File: src/rtl/periph_disable_regs.vh
// Constants for the peripheral disable register bank.
// Assumes a byte-wide register file reached over a 32-bit Avalon-MM slave port.
`ifndef PERIPH_DISABLE_REGS_VH
`define PERIPH_DISABLE_REGS_VH

// Register indices; the byte address is four times the index
`define IDX_DISABLE_SYS         12'h060
`define IDX_DISABLE_TIMERS      12'h061
`define IDX_DISABLE_ANALOG      12'h063
`define IDX_DISABLE_WAVEFORM    12'h064
`define IDX_DISABLE_PWM_CAPTURE 12'h065
`define IDX_DISABLE_SERIAL      12'h066

// Number of disable registers and of peripheral lines
`define NUM_DISABLE_REGS        6
`define NUM_PERIPH              43

// Implemented-bit masks; unimplemented bits read zero and ignore writes
`define MASK_SYS                8'hFB
`define MASK_TIMERS             8'hFF
`define MASK_ANALOG             8'hE7
`define MASK_WAVEFORM           8'h7F
`define MASK_PWM_CAPTURE        8'h77
`define MASK_SERIAL             8'hFF

// Reset value of every disable register
`define DISABLE_RESET           8'h00

// Field positions
`define BIT_SYSCLK_GATE         7
`define BIT_ZERO_CROSS          0

// Cycles a peripheral stays blocked from the bus after re-enable
`define REENABLE_HOLD_CYCLES    2

`endif

File: src/rtl/disable_reg_cell.v
// One byte-wide disable register with its own implemented-bit mask.
// Assumes the parent decodes the address and supplies a one-cycle write strobe.
`timescale 1ns/1ps

module disable_reg_cell #(
	parameter [7:0] MASK = 8'hFF
) (
	input  wire       clk,
	input  wire       nrst,
	input  wire       wr_en,
	input  wire [7:0] wr_data,
	output reg  [7:0] value_q
);

	// Register with asynchronous clear; masked bits stay zero
	always @(posedge clk or negedge nrst) begin
		if (!nrst) begin
			value_q <= 8'h00;
		end else if (wr_en) begin
			value_q <= wr_data & MASK;
		end
	end

endmodule

File: src/rtl/peripheral_module_disable.v
// Peripheral disable register bank behind an Avalon-MM slave port.
// Assumes the peripherals take a synchronous reset-hold, a clock-gate enable
// and a bus-select mask from this block, and that all share CLK.
// Operation
// [RULE1] Every disable bit clears on system reset, so all peripherals start on
// [RULE2] Writing 1 disables that bit's peripheral, writing 0 enables it
// [RULE3] A disabled peripheral is held in reset continuously
// [RULE4] Disabled peripheral registers ignore writes and read as zero
// [RULE5] A disabled peripheral has all outputs forced inactive
// [RULE6] Re-enabled peripheral resumes with its power-on register values
// [RULE7] Master waits two instruction cycles before touching a re-enabled peripheral
// [RULE8] Bit 7 of the system register gates system clock off the peripherals
// [RULE9] Quarter-rate clocked peripherals keep their clock despite the gate bit
// [RULE10] System register layout: clock gate, vref, detector, checksum, scanner, clkref, ioc
// [RULE11] Timer register: measurement timer bit 7, timers 0 to 6 below
// [RULE12] Analog register: tuning, DAC, ADC, comparators 2 and 1, zero-cross
// [RULE13] Zero-cross disable acts only as the configuration fuse allows
// [RULE14] Waveform register: generators 3..1, modulator, oscillators 3..1; bit 7 unused
// [RULE15] PWM register: PWM 3..1 in bits 6..4, capture 3..1 in bits 2..0
// [RULE16] Serial register: UARTs 5..1, SPI 2 and 1, I2C in bit 0
// [RULE17] Each bit drives reset-hold, clock-gate and register-select masks
//
// The Avalon-MM slave port was chosen for this implementation.
`timescale 1ns/1ps
`include "periph_disable_regs.vh"

module peripheral_module_disable (
	input  wire        CLK,
	input  wire        NRST,
	input  wire [13:0] AVS_ADDRESS,
	input  wire        AVS_READ,
	input  wire        AVS_WRITE,
	input  wire [31:0] AVS_WRITEDATA,
	input  wire [3:0]  AVS_BYTEENABLE,
	output reg  [31:0] AVS_READDATA,
	output wire        AVS_WAITREQUEST,
	output wire [1:0]  AVS_RESPONSE,
	input  wire        ZERO_CROSS_FUSE_ALLOW,
	input  wire        OSC_CLK_EN,
	output wire        PERIPH_SYSCLK_EN,
	output wire        QUARTER_CLK_EN,
	output wire [42:0] PERIPH_RESET_HOLD,
	output wire [42:0] PERIPH_CLK_EN,
	output wire [42:0] PERIPH_OUT_EN,
	output wire [42:0] PERIPH_REG_SEL
);

	// Register word index and decode of the six disable registers
	wire [11:0] word_idx;
	wire [5:0]  reg_hit;
	wire        any_hit;

	assign word_idx = AVS_ADDRESS[13:2];
	assign reg_hit[0] = (word_idx == `IDX_DISABLE_SYS);
	assign reg_hit[1] = (word_idx == `IDX_DISABLE_TIMERS);
	assign reg_hit[2] = (word_idx == `IDX_DISABLE_ANALOG);
	assign reg_hit[3] = (word_idx == `IDX_DISABLE_WAVEFORM);
	assign reg_hit[4] = (word_idx == `IDX_DISABLE_PWM_CAPTURE);
	assign reg_hit[5] = (word_idx == `IDX_DISABLE_SERIAL);
	assign any_hit = |reg_hit;

	// Bus handshake: idle, then a single answer cycle per request
	localparam [1:0] ST_IDLE = 2'b01;
	localparam [1:0] ST_ACK  = 2'b10;

	reg  [1:0] state_q;
	reg  [1:0] state_d;
	wire       req;
	wire       ack;

	assign req = AVS_READ | AVS_WRITE;
	assign ack = state_q[1];

	// Waitrequest stays high until the answer cycle
	assign AVS_WAITREQUEST = req & ~ack;
	// Unmapped addresses answer with a slave error
	assign AVS_RESPONSE = (ack && !any_hit) ? 2'b10 : 2'b00;

	// Next-state logic for the handshake
	always @* begin
		state_d = state_q;
		case (state_q)
			ST_IDLE: begin
				if (req) begin
					state_d = ST_ACK;
				end
			end
			ST_ACK: begin
				state_d = ST_IDLE;
			end
			default: begin
				state_d = ST_IDLE;
			end
		endcase
	end

	// Handshake state register
	always @(posedge CLK or negedge NRST) begin
		if (!NRST) begin
			state_q <= ST_IDLE;
		end else begin
			state_q <= state_d;
		end
	end

	// Write strobe fires once, at the edge the master sees waitrequest low
	wire       wr_fire;
	wire [5:0] wr_en;
	wire [7:0] reg_val [0:5];

	assign wr_fire = ack & AVS_WRITE & AVS_BYTEENABLE[0];

	// [RULE10] System register bits
	// [RULE11] Timer register bits
	// [RULE12] Analog register bits
	// [RULE14] Waveform register bits
	// [RULE15] PWM and capture bits
	// [RULE16] Serial register bits
	localparam [47:0] MASKS = {`MASK_SERIAL, `MASK_PWM_CAPTURE, `MASK_WAVEFORM,
	                           `MASK_ANALOG, `MASK_TIMERS, `MASK_SYS};

	genvar gi;
	generate
		for (gi = 0; gi < `NUM_DISABLE_REGS; gi = gi + 1) begin : g_reg
			assign wr_en[gi] = wr_fire & reg_hit[gi];
			// [RULE1] Reset to zero
			// [RULE2] Write sets disables
			disable_reg_cell #(
				.MASK (MASKS[gi*8 +: 8])
			) u_cell (
				.clk     (CLK),
				.nrst    (NRST),
				.wr_en   (wr_en[gi]),
				.wr_data (AVS_WRITEDATA[7:0]),
				.value_q (reg_val[gi])
			);
		end
	endgenerate

	// Read data is registered when the read is taken in idle, ready for the answer cycle; other bits read zero
	reg [7:0] rd_byte;

	always @* begin
		rd_byte = 8'h00;
		case (word_idx)
			`IDX_DISABLE_SYS:         rd_byte = reg_val[0];
			`IDX_DISABLE_TIMERS:      rd_byte = reg_val[1];
			`IDX_DISABLE_ANALOG:      rd_byte = reg_val[2];
			`IDX_DISABLE_WAVEFORM:    rd_byte = reg_val[3];
			`IDX_DISABLE_PWM_CAPTURE: rd_byte = reg_val[4];
			`IDX_DISABLE_SERIAL:      rd_byte = reg_val[5];
			default:                  rd_byte = 8'h00;
		endcase
	end

	// Read data flop, loaded when a read is accepted
	always @(posedge CLK or negedge NRST) begin
		if (!NRST) begin
			AVS_READDATA <= 32'h00000000;
		end else if (state_q[0] && AVS_READ) begin
			AVS_READDATA <= {24'h000000, rd_byte};
		end
	end

	// Register values by name, so the field taps below read plainly
	wire [7:0] sys_value;
	wire [7:0] timers_value;
	wire [7:0] analog_value;
	wire [7:0] waveform_value;
	wire [7:0] pwm_capture_value;
	wire [7:0] serial_value;

	assign sys_value         = reg_val[0];
	assign timers_value      = reg_val[1];
	assign analog_value      = reg_val[2];
	assign waveform_value    = reg_val[3];
	assign pwm_capture_value = reg_val[4];
	assign serial_value      = reg_val[5];

	// System register: clock gate on top, bit 2 has no peripheral behind it
	wire periph_sysclk_gate;
	wire vref_disable;
	wire voltage_detect_disable;
	wire checksum_unit_disable;
	wire memory_scanner_disable;
	wire clock_ref_out_disable;
	wire pin_change_irq_disable;

	assign periph_sysclk_gate     = sys_value[`BIT_SYSCLK_GATE];
	assign vref_disable           = sys_value[6];
	assign voltage_detect_disable = sys_value[5];
	assign checksum_unit_disable  = sys_value[4];
	assign memory_scanner_disable = sys_value[3];
	assign clock_ref_out_disable  = sys_value[1];
	assign pin_change_irq_disable = sys_value[0];

	// Timer register: measurement timer on top, general timers 6..0 below
	wire       signal_meas_timer_disable;
	wire [6:0] timer_n_disable;

	assign signal_meas_timer_disable = timers_value[7];
	assign timer_n_disable           = timers_value[6:0];

	// Analog register: bits 4 and 3 have no peripheral behind them
	wire active_tuning_disable;
	wire dac_unit_disable;
	wire adc_unit_disable;
	wire comparator_two_disable;
	wire comparator_one_disable;
	wire zero_cross_disable;

	assign active_tuning_disable  = analog_value[7];
	assign dac_unit_disable       = analog_value[6];
	assign adc_unit_disable       = analog_value[5];
	assign comparator_two_disable = analog_value[2];
	assign comparator_one_disable = analog_value[1];
	// [RULE13] Fuse qualifies zero-cross
	// The bit still reads back as written; only its effect is gated
	assign zero_cross_disable     = analog_value[`BIT_ZERO_CROSS] & ZERO_CROSS_FUSE_ALLOW;

	// Waveform register: bit 7 has no peripheral behind it
	wire waveform_gen3_disable;
	wire waveform_gen2_disable;
	wire waveform_gen1_disable;
	wire signal_modulator_disable;
	wire num_osc3_disable;
	wire num_osc2_disable;
	wire num_osc1_disable;

	assign waveform_gen3_disable    = waveform_value[6];
	assign waveform_gen2_disable    = waveform_value[5];
	assign waveform_gen1_disable    = waveform_value[4];
	assign signal_modulator_disable = waveform_value[3];
	assign num_osc3_disable         = waveform_value[2];
	assign num_osc2_disable         = waveform_value[1];
	assign num_osc1_disable         = waveform_value[0];

	// PWM and capture register: bits 7 and 3 have no peripheral behind them
	wire pwm_unit3_disable;
	wire pwm_unit2_disable;
	wire pwm_unit1_disable;
	wire capture_compare3_disable;
	wire capture_compare2_disable;
	wire capture_compare1_disable;

	assign pwm_unit3_disable        = pwm_capture_value[6];
	assign pwm_unit2_disable        = pwm_capture_value[5];
	assign pwm_unit1_disable        = pwm_capture_value[4];
	assign capture_compare3_disable = pwm_capture_value[2];
	assign capture_compare2_disable = pwm_capture_value[1];
	assign capture_compare1_disable = pwm_capture_value[0];

	// Serial register: UARTs 5..1 on top, then the two SPI units and I2C
	wire [5:1] uart_n_disable;
	wire       spi_unit2_disable;
	wire       spi_unit1_disable;
	wire       i2c_unit_disable;

	assign uart_n_disable    = serial_value[7:3];
	assign spi_unit2_disable = serial_value[2];
	assign spi_unit1_disable = serial_value[1];
	assign i2c_unit_disable  = serial_value[0];

	// One disable line per peripheral; bits 1..0 are spares that stay enabled
	wire [42:0] raw_disable;

	assign raw_disable = {
		uart_n_disable,              // 42..38
		spi_unit2_disable,           // 37
		spi_unit1_disable,           // 36
		i2c_unit_disable,            // 35
		pwm_unit3_disable,           // 34
		pwm_unit2_disable,           // 33
		pwm_unit1_disable,           // 32
		capture_compare3_disable,    // 31
		capture_compare2_disable,    // 30
		capture_compare1_disable,    // 29
		waveform_gen3_disable,       // 28
		waveform_gen2_disable,       // 27
		waveform_gen1_disable,       // 26
		signal_modulator_disable,    // 25
		num_osc3_disable,            // 24
		num_osc2_disable,            // 23
		num_osc1_disable,            // 22
		active_tuning_disable,       // 21
		dac_unit_disable,            // 20
		adc_unit_disable,            // 19
		comparator_two_disable,      // 18
		comparator_one_disable,      // 17
		zero_cross_disable,          // 16
		signal_meas_timer_disable,   // 15
		timer_n_disable,             // 14..8
		vref_disable,                // 7
		voltage_detect_disable,      // 6
		checksum_unit_disable,       // 5
		memory_scanner_disable,      // 4
		clock_ref_out_disable,       // 3
		pin_change_irq_disable,      // 2
		2'b00                        // 1..0
	};

	// Re-enable hold: block bus selects in the cycle of a clear and two more
	reg  [42:0] prev_disable_q;
	reg  [42:0] hold0_q;
	reg  [42:0] hold1_q;
	wire [42:0] reenabled;
	wire [42:0] sel_guard;

	assign reenabled = prev_disable_q & ~raw_disable;
	// Without the live term the select would open for one cycle at the clear
	assign sel_guard = reenabled | hold0_q | hold1_q;

	// [RULE7] Guard after re-enable
	always @(posedge CLK or negedge NRST) begin
		if (!NRST) begin
			prev_disable_q <= 43'h00000000000;
			hold0_q        <= 43'h00000000000;
			hold1_q        <= 43'h00000000000;
		end else begin
			prev_disable_q <= raw_disable;
			hold0_q        <= reenabled;
			hold1_q        <= hold0_q;
		end
	end

	// Per-peripheral control lines
	generate
		for (gi = 0; gi < `NUM_PERIPH; gi = gi + 1) begin : g_periph
			// [RULE3] Hold in reset
			// [RULE6] Release gives reset values
			assign PERIPH_RESET_HOLD[gi] = raw_disable[gi];
			// [RULE17] Clock gate per bit
			assign PERIPH_CLK_EN[gi] = ~raw_disable[gi] & ~periph_sysclk_gate;
			// [RULE5] Outputs forced inactive
			assign PERIPH_OUT_EN[gi] = ~raw_disable[gi];
			// [RULE4] Block register access
			assign PERIPH_REG_SEL[gi] = ~raw_disable[gi] & ~sel_guard[gi];
		end
	endgenerate

	// [RULE8] Gate system clock network
	assign PERIPH_SYSCLK_EN = OSC_CLK_EN & ~periph_sysclk_gate;
	// [RULE9] Quarter-rate clock ungated
	assign QUARTER_CLK_EN = OSC_CLK_EN;

endmodule

File: config.mk
export PLATFORM = sky130hd
export DESIGN_NAME = peripheral_module_disable
export DESIGN_NICKNAME = d
export VERILOG_FILES = /design/src/rtl/disable_reg_cell.v /design/src/rtl/peripheral_module_disable.v
export VERILOG_INCLUDE_DIRS = /design/src /design/src/rtl
export SDC_FILE = /design/constraint.sdc
export NUM_CORES = 1
export LEC_CHECK = 0
export BUFFER_PORTS_ARGS = -buffer_cell sky130_fd_sc_hd__clkbuf_2
export CORE_ASPECT_RATIO = 0.75
export CORE_MARGIN = 1
export CORE_UTILIZATION = 30
export DETAILED_ROUTE_END_ITERATION = 8
export SYNTH_ARGS = -nofsm -noshare
export SYNTH_HDL_FRONTEND = slang
export SYNTH_SLANG_ARGS = --single-unit
File: constraint.sdc
create_clock -name CLK -period 2.18 [get_ports CLK]
set_input_delay 0 -clock CLK [delete_from_list [all_inputs] [get_ports CLK]]
set_output_delay 0 -clock CLK [all_outputs]
set_load 0.005 [all_outputs]
After elaboration in Yosys (flattened, before gate mapping) --
Cells that the tools add are included.
Cells by class: bitwise operators 184, mux-type cells 4, reduce and logical (&&, ||, !) cells 4, equality and inequality tests 8
Operators by type and width (count):
- bitwise AND 1 bit | 93
- inverter 1 bit | 86
- bitwise OR 43 bit | 2
- equality test 12 x 7 -> 1 bit (second input constant) | 6
- one-hot mux 8 bit (6 select lines) | 1
- bitwise AND 43 bit | 1
- inverter 43 bit | 1
- two-way mux 2 bit | 3
- OR reduction 6 bit | 1
- equality test 2 x 1 -> 1 bit (second input constant) | 1
- logical AND 1 bit | 2
- inequality test 2 bit (second input constant) | 1
- logical NOT 1 bit | 1
- bitwise OR 1 bit | 1
Storage, ports and cells: flip-flop bits (word level) 179, bits of input ports 56, logic and storage cells 211, output and inout bits 209

Depth between registers and ports, before layout --
Gate-level depths: netlist of run 1.
depth in word-level cells 7, depth in mapped cells 6, mapped depth without buffers 4

By module --
A second synthesis of run 1 with hierarchy kept.
Unflattened totals: cell total of the unflattened synthesis 531, area, all modules 6911.6 um2
Modules (own cells, without submodules):
- peripheral_module_disable | instances 1, sequential area each 3329.4 um2, area each 5102.4 um2, cells each 431
- disable_reg_cell at g_reg[1].u_cell ... | instances 2, sequential area each 200.2 um2, area each 331.6 um2, cells each 17
- disable_reg_cell at g_reg[0].u_cell ... | instances 2, sequential area each 175.2 um2, area each 302.8 um2, cells each 17
- disable_reg_cell at g_reg[2].u_cell ... | instances 2, sequential area each 150.1 um2, area each 270.3 um2, cells each 16

Worst setup path after synthesis of run 1 --
Ideal clock, no wire load.
kind reg2reg, from reg state_q[1], to reg g_reg[1].u_cell.value_q[0], path buffers 1, data arrival time 1.666 ns, clock period less this slack 1.791 ns, setup time 0.125 ns, stages on the path, launching flop included 6, required time 2.055 ns, setup slack 0.389 ns, cell sequence dfrtp_1 nand3_1 or2_2 or4_4 buf_6 mux2_4
Between the ends: longest elaborated chain between the ends 3
RTL lines:
- start: declaration | RTL line peripheral_module_disable.v:66 | reg [1:0] state_q;
- start signal: assignment | RTL line peripheral_module_disable.v:102 | state_q <= state_d;
- bitwise AND 1 bit (2 in series) | RTL line peripheral_module_disable.v:111 | assign wr_fire = ack & AVS_WRITE & AVS_BYTEENABLE[0];
- bitwise AND 1 bit | RTL line peripheral_module_disable.v:125 | assign wr_en[gi] = wr_fire & reg_hit[gi];
- end signal: assignment | RTL line disable_reg_cell.v:20 | value_q <= wr_data & MASK;
- end: declaration | RTL line disable_reg_cell.v:12 | output reg [7:0] value_q
No other way between the ends. A chain may end at the register's enable or synchronous reset.

Final worst setup path of run 1 --
from reg state_q[1], to reg g_reg[1].u_cell.value_q[1]
The elaborated chain is that of the path after synthesis.

==> summary.txt, run 1 <==
Yosys
  – Sequential area share after synthesis: 64.8%
  – Synthesized area per cell: 12.6 um^2
  – Synth Area in Simple Gates: 15.0%
  – Synth cell types: 44
  – Largest family of logic cells by synthesized area: simple AND/OR/NAND/NOR gates
  – Yosys warns: 0
  – EDFF count, synth: 0
  – Synth Area in Adders: 0%
  – Cells after synthesis: 537
  – Main synth FF type: dfrtp_1
  – Synth Register Bits: 175
  – Multiplexer share of the synthesized area: 8.57%
  – Cell Area, Synth: 0.00676 mm^2
  – Synth Area in Compound Gates: 3.24%
  – Post-Synth XOR/XNOR Area: 0%
  – Asr flop ratio synth: 100%

Setup path
  – CP arrival: 2.22 ns
  – Crit-path slowest cell: or4_4
  – Worst-path cell chain: nand3_1 > or2_2 > or4_4 > mux2_4
  – CP endpoint kind: flip-flop
  – Crit Path Max Fanout: 8
  – Critical path's top delay family: simple AND/OR/NAND/NOR gates
  – Cell depth of the worst setup path: 4
  – Critical path class: flip-flop to flip-flop
  – Reg2reg path depth: 4
  – Worst stage delay on the critical path: 0.62 ns
  – Worst Path Required: 2.49 ns
  – WP buf/inv: 0
  – Crit start category: flip-flop

Pwr
  – PD cells: 768 mW/mm^2
  – IR drop worst, VDD: 0.393 mV
  – Leakage: 4.50 nW

Clocking
  – Root Buffer: clkbuf_16
  – Clock transition at path regs: 0.07 ns
  – CTS sink count: 175
  – CTS tree: yes
  – CTS Hold Bufs: 10
  – Num CTS Buffers: 17
  – Clk buf depth: 2
  – Post-CTS sizing: 0
  – H-tree depth: 4
  – Post-CTS setup buffers: 0
  – Clk Latency, worst-skew pair: 0.43 ns

STA
  – Crit path time final: 1.90 ns
  – Fin Setup TNS: 0 ns
  – RSZ-0062 raised after global routing: no
  – Hold_ws: 0.0190 ns
  – Slew Limit Fails: 0
  – Rel. slew slack: 58.8%
  – Clk_skew: 0.00689 ns
  – Tightest Pin Transition: 0.618 ns
  – Final setup vio count: 0
  – Period utilisation layout: 87.3%
  – F_max: 0.525 GHz
  – Final Hold Viols: 0

Cells and area
  – Share of cells above drive strength 1: 40.2%
  – Final #Nets: 815
  – Area Overhead vs Synth: 29.4%
  – Fillers: 2165
  – FF/Latch Area: 0.00438 mm^2
  – Multi-input gate area: 0.00193 mm^2
  – Number of diodes: 0

Route
  – Final wirelength: 17200 um
  – Residual DRC count: 0
  – Routed vias/inst: 4.37
  – Drt first pass iters: 4
  – Iter 0 DRT Violations: 253
  – Routed Antenna Nets: 0
  – Drt wl/cell: 16.1 um
  – Vias: 4654

Floorplanning
  – Row count: 47
  – Die Width: 175 um
  – Total core area: 0.0221 mm^2
  – Die H: 132 um
  – Initial Utilization: 30.6%
  – Die Footprint: 0.0231 mm^2
  – Io pins: 265

GRT
  – Initial antenna violation count: 0
  – Grt ovf: 0
  – Largest net degree at the start of global routing: 66
  – First-pass GRT wire length: 26900 um
  – Vias in the first global route: 4382
  – All-Layer GR Usage: 15.6%

Worst hold path
  – WHS Path Cells: 4
  – Hold crit path type: input port to flip-flop

Place
  – Hpwl dp: 12500 um
  – Gp weighted congestion: 0.788
  – Port buffer count: 204

Job
  – Max_cap viols: 0

Status
  – Status: finished, final reports clean
[area by class of cell]
class | instances | area share (%)
flip-flops and latches | 175 | 50.1
multi-input cells | 289 | 22.0
repair buffers | 232 | 14.9
clock buffers | 20 | 5.11
well taps | 294 | 4.20
inverters | 44 | 1.89
clock inverters | 12 | 1.83
[cell families after synthesis]
group / after synthesis
muxes: 48
other: 2
and+or+nand+nor: 180
buffers and inverters: 102
AOI/OAI and AO/OA: 30
DFF: 175
[sequential cells by signal, indices dropped and copies added, names as in the netlist]
name,cells
state_q,2
AVS_READDATA,8
hold1_q,41
prev_disable_q,41
hold0_q,41
g.u_cell.value_q,42
[worst register-to-register path: stages (launching register included)]
cell and delay, ns:
dfrtp_1 0.36, nand3_1 0.11, or2_2 0.35, or4_4 0.62
mux2_4 0.34
[report_power, final]
group / internal, mW / switching (mW)
combinational: 0.105 / 0.205
clock: 1.84 / 1.28
sequential: 3.28 / 0.0145
total: 5.22 / 1.50
[cell usage after synthesis, drive strengths merged (2+ instances only)]
cell type  count  share of area [%]
buf           48                5.3
clkbuf        10               0.57
dfrtp        174                 64
mux2          45                7.9
a22oi          3               0.33
o21ai          9               0.67
and2           4               0.37
nand2         13               0.72
nor4          44                4.1
or3b           4               0.52
nor2          46                2.6
nor2b         45                4.2
or4            2               0.28
nand3         10               0.74
inv           44                2.4
or2            2               0.22
conb           2               0.11
a22o           3               0.39
o211ai         4               0.44
nor3           5               0.70
mux2i          2               0.30
a221o          3               0.44
[worst paths after layout]
path                             startpoint                         end  slack, ns
worst max register to register   state_q[1]  g_reg[1].u_cell.value_q[1]       0.28
min in group asynchronous              NRST                  hold0_q[8]       0.13
worst max-delay path             state_q[1]  g_reg[1].u_cell.value_q[1]       0.28
worst min-delay path              AVS_WRITE                  state_q[1]       0.02
max in group asynchronous              NRST          prev_disable_q[30]       1.40
worst min register to register  hold0_q[37]                 hold1_q[37]       0.37
[per-layer routing]
metal	track usage, %	wire length [um]	up-vias	part of all wire [%]
met5	0	0	-	0
met4	4.69	164	0	0.95
met3	4.61	1160	13	6.8
met2	22.8	7520	164	44
met1	22.4	8340	2273	49
li1	-	-	2204	-
[cells in the final DEF (no fill, tap or decap), types with 8 or more instances in the layout]
cell	synthesis	routed
nand2_1	13	13
dlygate4sd3_1	0	10
clkbuf_2	1	203
dfrtp_1	174	173
conb_1	2	31
clkbuf_16	0	17
mux2_2	37	37
nor4_1	44	44
o21ai_0	9	9
buf_4	45	15
nor2b_1	45	45
nand3_1	10	10
mux2_4	8	8
inv_1	44	44
nor2_1	46	46
[metrics by stage]
step           utilization (%)  instance area, um^2  power [mW]  std cells  setup WS, ns
3_5_place_dp              36.5                 8040        3.65       1024         0.248
4_1_cts                   39.7                 8750        6.81       1066         0.264
6_report                  39.7                 8750        6.72       1066         0.276
5_1_grt                   39.7                 8750        7.00       1066         0.230
3_3_place_gp              36.5                 8040        3.65       1024         0.267
2_1_floorplan                -                 6870        3.49        566         0.389
Note: power is estimated with default switching activity, not from simulation.
==> run 2: changes to the inputs <==
- CORE_UTILIZATION: 30 -> 49
- PLACE_DENSITY: unset -> 0.8
==> summary.txt, run 2 (synthesized netlist as in run 1, its figures left out) <==
STA
  – Final Hold Viols: 0 (unchanged)
  – Slew Limit Fails: 0 (unchanged)
  – Fin Setup TNS: 0 ns (unchanged)
  – RSZ-0062 raised after global routing: no
  – Tightest Pin Transition: 0.550 ns (-0.0679 ns)
  – Clk_skew: 0.0132 ns (+0.00635 ns)
  – Final setup vio count: 0 (unchanged)
  – Crit path time final: 1.98 ns (+0.0716 ns)
  – F_max: 0.506 GHz (-3.6%)
  – Period utilisation layout: 90.6% (+3.3 points)
  – Rel. slew slack: 63.0% (+4.2 points)

Clocking
  – Clk Latency, worst-skew pair: 0.42 ns (about the same)
  – CTS tree: yes
  – Root Buffer: clkbuf_16
  – Clock transition at path regs: 0.07 ns (about the same)
  – Post-CTS sizing: 0 (unchanged)
  – H-tree depth: 4 (unchanged)
  – Num CTS Buffers: 17 (unchanged)
  – CTS sink count: 175 (unchanged)
  – Clk buf depth: 2 (unchanged)

Setup path
  – Critical path class: flip-flop to flip-flop
  – Worst stage delay on the critical path: 0.63 ns (about the same)
  – CP arrival: 2.27 ns (+0.05 ns)
  – Worst Path Required: 2.47 ns (-0.02 ns)
  – R2r setup slk: 0.20 ns (-0.07 ns)
  – Critical path's top delay family: simple AND/OR/NAND/NOR gates
  – Crit Path Max Fanout: 8 (unchanged)
  – Crit start category: flip-flop
  – CP endpoint kind: flip-flop
  – WP buf/inv: 0 (unchanged)
  – Worst-path cell chain: nand3_1 > or2_2 > or4_4 > mux2_4
  – Crit-path slowest cell: or4_4

Place
  – Gp weighted congestion: 0.805 (+2.2%)
  – Area after DPL: 0.00783 mm^2 (-2.6%)
  – Hpwl dp: 11200 um (-10%)
  – Port buffer count: 204 (unchanged)

Cells and area
  – Area Overhead vs Synth: 26.3%
  – Commonest non-fill, non-tap cells in the layout: clkbuf_2, dfrtp_1, nor2_1
  – Largest Register: g.u_cell.value_q
  – Final #Nets: 809 (-0.74%)
  – Share of cells above drive strength 1: 39.5% (-0.68 points)
  – Multi-input gate area: 0.00193 mm^2 (unchanged)
  – Max FFs per register: 42 (unchanged)
  – Number of diodes: 0 (unchanged)
  – Fillers: 1038 (-52%)
  – Commonest non-fill, non-tap cell in the layout: clkbuf_2
  – FF/Latch Area: 0.00438 mm^2 (unchanged)
  – Final instance area: 0.00854 mm^2 (-2.4%)

Floorplanning
  – Io pins: 265 (unchanged)
  – Die Footprint: 0.0143 mm^2 (-38%)
  – Initial Utilization: 51.2% (+21 points)
  – Die H: 104 um (-21%)
  – Row count: 36 (-23%)
  – Total core area: 0.0132 mm^2 (-40%)
  – Die Width: 138 um (-22%)

Route
  – Drt first pass iters: 5 (+1)
  – Final wirelength: 16200 um (-6.0%)
  – Routed vias/inst: 5.09 (+17%)
  – Routed Antenna Nets: 0 (unchanged)
  – Drt wl/cell: 17.3 um (+7.0%)
  – Vias: 4762 (+2.3%)
  – Iter 0 DRT Violations: 195 (-23%)
  – Residual DRC count: 0 (unchanged)

GRT
  – Grt ovf: 0 (unchanged)
  – Largest net degree at the start of global routing: 57 (-14%)
  – All-Layer GR Usage: 23.9% (+8.2 points)
  – Initial antenna violation count: 0 (unchanged)
  – Vias in the first global route: 4675 (+6.7%)
  – First-pass GRT wire length: 25400 um (-5.6%)

Pwr
  – Leakage: 4.48 nW (-0.51%)
  – IR drop worst, VDD: 0.523 mV (+33%)
  – PD cells: 785 mW/mm^2 (+2.3%)
  – Final Power: 6.70 mW (-0.20%)

Worst hold path
  – Hold crit path type: input port to flip-flop

Status
  – Status: finished, final reports clean

Job
  – Max_cap viols: 0 (unchanged)
## run 2: cell count changes in the layout (fill, tap and decap cells not counted), sizes merged
cell,change
inv,+1
clkinv,-2
clkbuf,+3
clkinvlp,-3
buf,-6
## run 2: path summary, 6_finish.rpt
check                       startpoint                          to  depth (start not counted)
max                         state_q[1]  g_reg[1].u_cell.value_q[3]                          4
min                          AVS_WRITE                  state_q[1]                          4
max reg2reg                 state_q[1]  g_reg[1].u_cell.value_q[3]                          4
min reg2reg                hold0_q[29]                 hold1_q[29]                          0
max in group asynchronous         NRST  g_reg[1].u_cell.value_q[3]                          3
min in group asynchronous         NRST          prev_disable_q[10]                          2
## run 2: through the flow
| stage | utilization [%] | setup slack, ns | hold slack, ns | cells |
|---|---|---|---|---|
| finish | 64.7 | 0.205 | 0.0385 | 936 |
| global route | 64.7 | 0.193 | 0.0490 | 936 |
| CTS | 64.7 | 0.215 | 0.0237 | 936 |
| detailed placement | 59.3 | 0.146 | -0.0428 | 895 |
| global placement | 59.3 | 0.196 | -0.0472 | 895 |
| floorplan | - | 0.389 | -0.296 | 566 |
## run 2: worst min-delay path: cells and delay by family
kind          cells  cell delay, ns
simple gates      3            0.31
buf+inv           1            0.09
## run 2: power by group
part           internal, mW  switching, mW  total, mW
Combinational         0.102          0.199      0.301
Clock                  1.90           1.21       3.11
Sequential             3.28         0.0174       3.29
## run 2: layout make-up
| type | instances | share of cell area, % |
|---|---|---|
| repair buffers | 226 | 14.6 |
| flip-flops and latches | 175 | 51.3 |
| multi-input cells | 289 | 22.6 |
| clock inverters | 8 | 1.51 |
| well taps | 171 | 2.51 |
| clock buffers | 23 | 5.60 |
| inverters | 44 | 1.93 |
## run 2: routing by layer
metal	track usage (%)	up-vias	share of wire (%)	routed length (um)
li1	-	2172	-	-
met5	0	-	0	0
met3	6.12	18	6.3	1020
met2	37.5	199	48	7820
met4	7.14	0	1.2	195
met1	32.6	2373	44	7110
## run 2: what timing repair did
action | in CTS | in global routing
hold endpoints to repair | 218 | 0
buffers inserted | 0 | 0
hold buffers | 10 | 0
